File: config.mk
export PLATFORM = sky130hd
export DESIGN_NAME = front_panel_mode_control
export DESIGN_NICKNAME = d
export VERILOG_FILES = /design/src/rtl/unused_placeholder_none.sv /design/src/rtl/front_panel_pkg.sv /design/src/rtl/button_if.sv /design/src/rtl/button_debounce.sv /design/src/rtl/front_panel_mode_control.sv
export VERILOG_INCLUDE_DIRS = /design/src /design/src/rtl
export SDC_FILE = /design/constraint.sdc
export NUM_CORES = 1
export LEC_CHECK = 0
export ABC_CLOCK_PERIOD_IN_PS = 1670
export BUFFER_PORTS_ARGS = -buffer_cell sky130_fd_sc_hd__buf_2
export CAP_MARGIN = 20
export CORE_MARGIN = 5
export CORE_UTILIZATION = 39
export CTS_BUF_LIST = sky130_fd_sc_hd__clkbuf_8
export DETAILED_ROUTE_END_ITERATION = 8
export PLACE_DENSITY = 0.71
export SYNTH_ARGS = -nofsm -noshare
export SYNTH_HDL_FRONTEND = slang
export SYNTH_SLANG_ARGS = --single-unit
File: constraint.sdc
create_clock -name clk_sys -period 1.67 [get_ports clk_sys]
set_input_delay 0.2505 -clock clk_sys [delete_from_list [all_inputs] [get_ports clk_sys]]
set_output_delay 0.2505 -clock clk_sys [all_outputs]
set_load 0.005 [all_outputs]
File: src/rtl/front_panel_regs.svh
// Offsets, field positions, reset values and timing counts of the front panel block
`ifndef FRONT_PANEL_REGS_SVH
`define FRONT_PANEL_REGS_SVH

`define FP_ADDR_W 4
`define FP_OFS_CTRL 4'h0
`define FP_OFS_STATUS 4'h4
`define FP_OFS_ADDR 4'h8
`define FP_OFS_LEDS 4'hc

`define FP_CTRL_LOCK_BIT 0
`define FP_CTRL_RST 1'h0

`define FP_ST_MODE_LO 0
`define FP_ST_STANDBY_BIT 2
`define FP_ST_Q_BIT 3
`define FP_ST_EF3_BIT 4
`define FP_ST_RDWR_BIT 5
`define FP_ST_BUSY_BIT 6

`define FP_REG_ZERO_RST 16'h0000
`define FP_LEDS_RST 8'h00

`define FP_CLK_MHZ 250
`define FP_DEBOUNCE_TIME_US 10000
`define FP_DEBOUNCE_CYCLES (`FP_DEBOUNCE_TIME_US * `FP_CLK_MHZ)

`endif

File: src/rtl/unused_placeholder_none.sv
// Intentionally empty compilation unit
`timescale 1ns/1ps
`default_nettype none
`default_nettype wire

File: src/rtl/front_panel_pkg.sv
// Types shared by the front panel modules
package front_panel_pkg;

  typedef enum logic [1:0] {
    MODE_LOAD = 2'b00,
    MODE_CLEAR = 2'b01,
    MODE_WAIT = 2'b10,
    MODE_RUN = 2'b11
  } panel_mode_t;

  typedef enum logic [1:0] {
    DEP_IDLE = 2'b00,
    DEP_READ = 2'b01,
    DEP_SHOW = 2'b10,
    DEP_WRITE = 2'b11
  } deposit_state_t;

endpackage

File: src/rtl/button_if.sv
// Carrier between the deposit button conditioner and the panel logic
`timescale 1ns/1ps
`default_nettype none

interface button_if;
  logic raw;
  logic press;

  modport conditioner (
    input raw,
    output press
  );

  modport owner (
    output raw,
    input press
  );
endinterface

`default_nettype wire

File: src/rtl/button_debounce.sv
// Synchroniser, debouncer and press detector for the deposit button
`timescale 1ns/1ps
`default_nettype none

module button_debounce #(
  parameter int unsigned STABLE_CYCLES = 2500000
) (
  input wire logic clk_sys,
  input wire logic sys_rst,
  button_if.conditioner btn
);

  localparam int unsigned CNT_W = $clog2(STABLE_CYCLES + 1);
  localparam logic [CNT_W-1:0] CNT_LAST = CNT_W'(STABLE_CYCLES - 1);

  logic sync1_ff;
  logic sync2_ff;
  logic stable_ff;
  logic press_ff;
  logic [CNT_W-1:0] cnt_ff;
  wire differs = sync2_ff != stable_ff;
  wire settled = differs && (cnt_ff == CNT_LAST);

  // Second stage alone looks at the first
  always_ff @(posedge clk_sys)
  begin
    if (sys_rst)
    begin
      sync1_ff <= 1'b0;
      sync2_ff <= 1'b0;
    end
    else
    begin
      sync1_ff <= btn.raw;
      sync2_ff <= sync1_ff;
    end
  end

  // Bounces restart the count, so one press gives one pulse
  always_ff @(posedge clk_sys)
  begin
    if (sys_rst)
    begin
      cnt_ff <= '0;
      stable_ff <= 1'b0;
      press_ff <= 1'b0;
    end
    else
    begin
      cnt_ff <= (differs && !settled) ? cnt_ff + 1'b1 : '0;
      if (settled)
      begin
        stable_ff <= sync2_ff;
      end
      press_ff <= settled && sync2_ff;
    end
  end

  assign btn.press = press_ff;

endmodule

`default_nettype wire

File: src/rtl/front_panel_mode_control.sv
// Front panel mode, deposit, display and standby control with an Avalon-MM register slave
// Overview of operation
// - Both mode switches down holds the core waiting while button presses perform memory accesses.
// - Clear switch down with wait switch up resets the core and returns the program register to zero.
// - Clear switch up with wait switch down freezes the core where it stands until the mode changes.
// - Both switches up lets the core run, from address zero after a clear or onward after a wait.
// - A high or floating power control input stops the clock, blanks the LEDs and holds the core in reset.
// - A low power control input enables the clock and LEDs and lets the core run.
// - The mode switches override standby except while the wait switch is up.
// - The write position of the read/write switch allows memory writes; the read position blocks them.
// - A press in load mode with writes allowed stores the switch byte at the program register, shows it, and steps it.
// - The data LEDs show the latest byte deposited or read back from the panel or output by the running program.
// - The status LED shows the core Q output in red and external flag three in green.
// - A press in load mode with writes blocked reads the byte at the program register, shows it, and steps it.
//
// The Avalon-MM register port and the register offsets were decided locally.
`timescale 1ns/1ps
`default_nettype none
`include "front_panel_regs.svh"

module front_panel_mode_control #(
  parameter int unsigned ADDR_W = 16,
  parameter int unsigned DEBOUNCE_CYCLES = `FP_DEBOUNCE_CYCLES
) (
  input wire logic clk_sys,
  input wire logic sys_rst,
  input wire logic clear_mode_switch,
  input wire logic wait_mode_switch,
  input wire logic rd_wr_switch,
  input wire logic deposit_button,
  input wire logic [7:0] data_switches,
  input wire logic power_ctrl_n,
  input wire logic ext_flag_three,
  input wire logic core_q,
  input wire logic core_mem_we,
  input wire logic core_out_valid,
  input wire logic [7:0] core_out_data,
  input wire logic [7:0] mem_rdata,
  output logic core_clk_en,
  output logic core_clear,
  output logic core_wait,
  output logic panel_mem_we,
  output logic panel_mem_re,
  output logic [ADDR_W-1:0] panel_mem_addr,
  output logic [7:0] panel_mem_wdata,
  output logic mem_we,
  output logic [7:0] data_leds,
  output logic status_led_red,
  output logic status_led_green,
  input wire logic [`FP_ADDR_W-1:0] avs_address,
  input wire logic avs_read,
  input wire logic avs_write,
  input wire logic [31:0] avs_writedata,
  input wire logic [3:0] avs_byteenable,
  output logic [31:0] avs_readdata,
  output logic avs_waitrequest
);

  // Mode decode
  wire front_panel_pkg::panel_mode_t mode = front_panel_pkg::panel_mode_t'({clear_mode_switch, wait_mode_switch});
  wire mode_load = mode == front_panel_pkg::MODE_LOAD;
  wire mode_clear = mode == front_panel_pkg::MODE_CLEAR;
  wire mode_wait = mode == front_panel_pkg::MODE_WAIT;
  wire mode_run = mode == front_panel_pkg::MODE_RUN;

  // Standby only bites while the wait switch is up
  wire standby = power_ctrl_n && wait_mode_switch;

  // Button conditioning
  button_if btn ();
  assign btn.raw = deposit_button;

  button_debounce #(
    .STABLE_CYCLES(DEBOUNCE_CYCLES)
  ) u_debounce (
    .clk_sys(clk_sys),
    .sys_rst(sys_rst),
    .btn(btn)
  );

  // Register file state
  logic lock_ff;
  logic ack_ff;
  logic [31:0] rdata_ff;
  logic [ADDR_W-1:0] reg_zero_ff;
  logic [ADDR_W-1:0] nxt_reg_zero;
  logic [7:0] leds_ff;
  logic [7:0] nxt_leds;
  logic [7:0] data_leds_ff;
  logic red_ff;
  logic green_ff;

  // Deposit sequencer state
  front_panel_pkg::deposit_state_t dep_ff;
  front_panel_pkg::deposit_state_t nxt_dep;
  logic [7:0] wdata_ff;

  // Bus decode
  wire bus_req = avs_read || avs_write;
  wire bus_take = bus_req && !ack_ff;
  wire sel_ctrl = avs_address == `FP_OFS_CTRL;
  wire sel_status = avs_address == `FP_OFS_STATUS;
  wire sel_addr = avs_address == `FP_OFS_ADDR;
  wire sel_leds = avs_address == `FP_OFS_LEDS;
  wire wr_ctrl = bus_take && avs_write && sel_ctrl && avs_byteenable[0];
  wire wr_addr = bus_take && avs_write && sel_addr;
  wire dep_busy = dep_ff != front_panel_pkg::DEP_IDLE;

  // A press counts only in load mode, awake and unlocked
  wire press_ok = btn.press && mode_load && !standby && !lock_ff;
  wire start_wr = press_ok && rd_wr_switch;
  wire start_rd = press_ok && !rd_wr_switch;

  // Read data selection
  logic [31:0] status_word;
  logic [31:0] addr_word;
  logic [31:0] rd_mux;

  always_comb
  begin
    status_word = 32'h0000_0000;
    status_word[`FP_ST_MODE_LO +: 2] = mode;
    status_word[`FP_ST_STANDBY_BIT] = standby;
    status_word[`FP_ST_Q_BIT] = core_q;
    status_word[`FP_ST_EF3_BIT] = ext_flag_three;
    status_word[`FP_ST_RDWR_BIT] = rd_wr_switch;
    status_word[`FP_ST_BUSY_BIT] = dep_busy;
  end

  always_comb
  begin
    addr_word = 32'h0000_0000;
    addr_word[ADDR_W-1:0] = reg_zero_ff;
  end

  // Unmapped offsets read as zero
  assign rd_mux = sel_ctrl ? {31'h0000_0000, lock_ff} :
                  sel_status ? status_word :
                  sel_addr ? addr_word :
                  sel_leds ? {24'h00_0000, leds_ff} :
                  32'h0000_0000;

  // One wait state per access
  assign avs_waitrequest = bus_req && !ack_ff;

  always_ff @(posedge clk_sys)
  begin
    if (sys_rst)
    begin
      ack_ff <= 1'b0;
      rdata_ff <= 32'h0000_0000;
      lock_ff <= `FP_CTRL_RST;
    end
    else
    begin
      ack_ff <= bus_take;
      if (bus_take && avs_read)
      begin
        rdata_ff <= rd_mux;
      end
      if (wr_ctrl)
      begin
        lock_ff <= avs_writedata[`FP_CTRL_LOCK_BIT];
      end
    end
  end

  assign avs_readdata = rdata_ff;

  // Deposit sequencer
  always_comb
  begin
    nxt_dep = dep_ff;
    unique case (dep_ff)
      front_panel_pkg::DEP_IDLE:
      begin
        if (start_wr)
        begin
          nxt_dep = front_panel_pkg::DEP_WRITE;
        end
        else if (start_rd)
        begin
          nxt_dep = front_panel_pkg::DEP_READ;
        end
      end
      front_panel_pkg::DEP_WRITE:
      begin
        nxt_dep = front_panel_pkg::DEP_IDLE;
      end
      front_panel_pkg::DEP_READ:
      begin
        nxt_dep = front_panel_pkg::DEP_SHOW;
      end
      front_panel_pkg::DEP_SHOW:
      begin
        nxt_dep = front_panel_pkg::DEP_IDLE;
      end
    endcase
  end

  // Program register: cleared, stepped after each access, or loaded by software
  always_comb
  begin
    nxt_reg_zero = reg_zero_ff;
    if (mode_clear || standby)
    begin
      nxt_reg_zero = `FP_REG_ZERO_RST;
    end
    else if (dep_ff == front_panel_pkg::DEP_WRITE || dep_ff == front_panel_pkg::DEP_SHOW)
    begin
      nxt_reg_zero = reg_zero_ff + 1'b1;
    end
    else if (wr_addr && !dep_busy)
    begin
      if (avs_byteenable[0])
      begin
        nxt_reg_zero[7:0] = avs_writedata[7:0];
      end
      if (avs_byteenable[1])
      begin
        nxt_reg_zero[ADDR_W-1:8] = avs_writedata[ADDR_W-1:8];
      end
    end
  end

  // Display byte: panel deposit, panel read-back, or program output
  always_comb
  begin
    nxt_leds = leds_ff;
    if (dep_ff == front_panel_pkg::DEP_WRITE)
    begin
      nxt_leds = wdata_ff;
    end
    else if (dep_ff == front_panel_pkg::DEP_SHOW)
    begin
      nxt_leds = mem_rdata;
    end
    else if (core_out_valid && mode_run && !standby)
    begin
      nxt_leds = core_out_data;
    end
  end

  always_ff @(posedge clk_sys)
  begin
    if (sys_rst)
    begin
      dep_ff <= front_panel_pkg::DEP_IDLE;
      wdata_ff <= 8'h00;
      reg_zero_ff <= `FP_REG_ZERO_RST;
    end
    else
    begin
      dep_ff <= nxt_dep;
      reg_zero_ff <= nxt_reg_zero;
      if (start_wr)
      begin
        wdata_ff <= data_switches;
      end
    end
  end

  // Display value is arbitrary after power-up; reset gives a known one
  always_ff @(posedge clk_sys)
  begin
    if (sys_rst)
    begin
      leds_ff <= `FP_LEDS_RST;
      data_leds_ff <= 8'h00;
      red_ff <= 1'b0;
      green_ff <= 1'b0;
    end
    else
    begin
      leds_ff <= nxt_leds;
      data_leds_ff <= standby ? 8'h00 : nxt_leds;
      red_ff <= core_q && !standby;
      green_ff <= ext_flag_three && !standby;
    end
  end

  assign data_leds = data_leds_ff;
  assign status_led_red = red_ff;
  assign status_led_green = green_ff;

  // Panel memory port; the sequencer is the only panel master
  assign panel_mem_we = dep_ff == front_panel_pkg::DEP_WRITE;
  assign panel_mem_re = dep_ff == front_panel_pkg::DEP_READ;
  assign panel_mem_addr = reg_zero_ff;
  assign panel_mem_wdata = wdata_ff;

  // Read position blocks every write, the core's included
  assign mem_we = rd_wr_switch && (core_mem_we || panel_mem_we);

  // Core control
  assign core_clk_en = !standby;
  assign core_clear = mode_clear || standby;
  // Load and wait both park the core; only run lets it go
  assign core_wait = (mode_load || mode_wait) && !standby;

endmodule

`default_nettype wire

==> results.json <==
{
  "dieArea_mm2": 0.0128,
  "wl_met2_mm": 5.92,
  "cp_max_fo": 11,
  "drc": 0,
  "start_util": 0.401,
  "cts_root_buf": "clkbuf_8",
  "yosysMostFrequentCell": "dfxtp_1",
  "cts_hold_buf": 0,
  "post-route-period-util": 0.935,
  "cts_tree": "built",
  "finalPower_w": 0.00389,
  "clock-skew-final_ps": 21.5,
  "critPathKind": "flop to output port",
  "boundaryPins": 150,
  "grt_first_pass_wirelength_mm": 19.1,
  "syn_area_mm2": 0.00416,
  "track_usage": 0.185,
  "drt_iter0_markers": 360,
  "grt_max_degree": 25,
  "die_h_um": 113,
  "synth_area_leader_cell": "dfxtp_1",
  "layout-drive-gt1-share": 0.348,
  "grt_pass1_vias": 3818,
  "synthTopCellsByArea": "dfxtp_1, nor2_1, mux2i_1, mux2_2, xor2_1",
  "min_from": "deposit_button",
  "startpoint": "dep_ff[1]$_SDFFE_PP0P_",
  "setup_tns_ps": 0,
  "ys.flop_type": "dfxtp_1",
  "syn_to_final_growth_pct": 28.6,
  "fillers": 989,
  "slew_viol_final": 0,
  "via_count": 3768,
  "synth.distinct_cells": 54,
  "wl_met3_um": 575,
  "stdcell_count": 736,
  "wl_met1_mm": 5.23,
  "crit_chain": "buf_12 > inv_1 > nor2_2 > o21a_1 > buf_2",
  "rsz0062_at_grt": "true",
  "whs_ps": 106,
  "ant_nets": 0,
  "r2r-start": "panel_mem_addr[1]$_SDFFE_PP0P_",
  "cp_num_buf_inv": 3,
  "grt_overflow_total": 0,
  "port_buffers": 115,
  "firstDrtPassIters": 6,
  "crit_family": "flip-flops",
  "async_flop_share": 0,
  "wl_mm": 11.9,
  "synth_edf_count": 0,
  "dpl.cell_count": 714,
  "p_per_area_mw_per_mm2": 727,
  "clkSlewWorstSetupHoldPaths_ps": 110,
  "required_ps": 1420,
  "cp_slowest_stage_delay_ps": 380,
  "status": "finished clean",
  "maxCapViolations": 0,
  "yosysTopAreaCellShare": 0.424,
  "drt-vias-per-instance": 5.12,
  "fp-row-count": 37,
  "synth_seq_cells": 88,
  "yosysWarnings": 0,
  "synth.yosys.seq_area_share": 0.424,
  "synth.cells.most_frequent": "dfxtp_1, nor2_1, nand2_1",
  "p_leak_nw": 2.30,
  "numCtsBuffers": 9,
  "period_needed_ps": 1560,
  "detailed_place_hpwl_mm": 8.83,
  "cts_buffer_depth": 2,
  "nNetsFinal": 674,
  "end_kind": "output port",
  "hold_viol_final": 0,
  "start_kind": "flop",
  "diodes": 0,
  "gp_congestion": 0.850,
  "cts.sinks": 88,
  "antenna_found_initial": 0,
  "highest_layer": "met4",
  "crit_slowest_cell": "dfxtp_4",
  "setup_viol": 0,
  "coreArea_mm2": 0.0104,
  "wl_per_cell_um": 16.1,
  "die_w_um": 113,
  "timing.fmax_mhz": 641,
  "hold_path.class": "input pin to flop",
  "insertion_delay_ps": 370,
  "htreeDepth": 3,
  "irDropWorstVdd_mv": 0.399,
  "synth_cells": 454,
  "syn-mean-instance-area_um2": 9.16,
  "worstPathArrival_ps": 1310
}
## power by group
part           switching (W)  internal (W)
logic               0.000156      0.000132
clock network       0.000885      0.000590
registers          0.0000115       0.00211
## final cells by class
cell class	count	area (um2)	area share
Clock buffer	9	124	0.0232
Multi-Input combinational cell	333	2230	0.418
Sequential cell	88	1770	0.331
Inverter	8	30.0	0.00561
Tap cell	136	170	0.0318
Timing Repair Buffer	155	947	0.177
Clock inverter	7	75.1	0.0140
## final timing paths
check	endpoint	slack, ps	depth (start not counted)
max	mem_we	110	5
min	u_debounce.sync1_ff$_SDFF_PP0_	110	2
max reg2reg	panel_mem_addr[12]$_SDFFE_PP0P_	120	5
min reg2reg	u_debounce.sync2_ff$_SDFF_PP0_	470	1
## kinds of logic after synthesis
logic type | Yosys count | synth area share
AOI/OAI and AO/OA | 63 | 0.111
xor gates and xnor gates | 32 | 0.0674
adders and majority gates | 2 | 0.00602
buffers and inverters | 48 | 0.0626
DFF | 88 | 0.424
muxes | 37 | 0.0963
other | 1 | 0.000902
and+or+nand+nor | 183 | 0.232
## sequential cells by signal, summed over array words and instances (netlist names), 2 cells and up
signal / count
u_debounce.cnt_ff: 22
avs_readdata: 16
panel_mem_addr: 16
data_leds: 8
leds_ff: 8
panel_mem_wdata: 8
dep_ff: 2
## metrics by stage
step,utilization,instance area (um2),setup WS [ps]
finish,0.516,5350,109
global route,0.516,5350,-5.56
CTS,0.506,5250,7.71
detailed placement,0.482,5000,47.0
global placement,0.482,5000,95.2
floorplan,-,4220,44.9
## layout by cell type (no fill, tap or decap), types with 4 or more instances in the layout
cell type	n
nor4b_1	4
nand3_1	15
conb_1	16
o221ai_1	4
buf_2	115
nand4_1	12
nor2b_1	4
inv_1	8
and2_1	11
dfxtp_1	84
clkbuf_8	9
a21oi_1	8
mux2i_1	22
a211oi_1	13
and4_1	5
xnor2_1	15
a21o_1	4
nor2_1	74
nand2_1	27
xor2_1	17
buf_4	35
mux2_2	14
a22oi_1	14
a31oi_1	4
## routing by layer
| layer | vias to the layer above | global-route usage |
|---|---|---|
| met5 | - | 0 |
| met4 | 0 | 0.0473 |
| met3 | 10 | 0.0406 |
| met2 | 110 | 0.308 |
| met1 | 1797 | 0.243 |
| li1 | 1851 | - |
## worst reg2reg max path, cell delays in order (launching register included)
cell      delay, ps
dfxtp_1         420
ha_2            260
nand4_1         150
nor3_1          250
xnor2_1         110
a211oi_1        270
## what timing repair did
| action | CTS | global route |
|---|---|---|
| setup endpoints to repair | 2 | 34 |
| pin swaps | 0 | 1 |
| setup buffers | 0 | 4 |
| cloned | 1 | 1 |
| gates resized for setup | 5 | 12 |
Note: power is estimated with default switching activity, not from simulation.
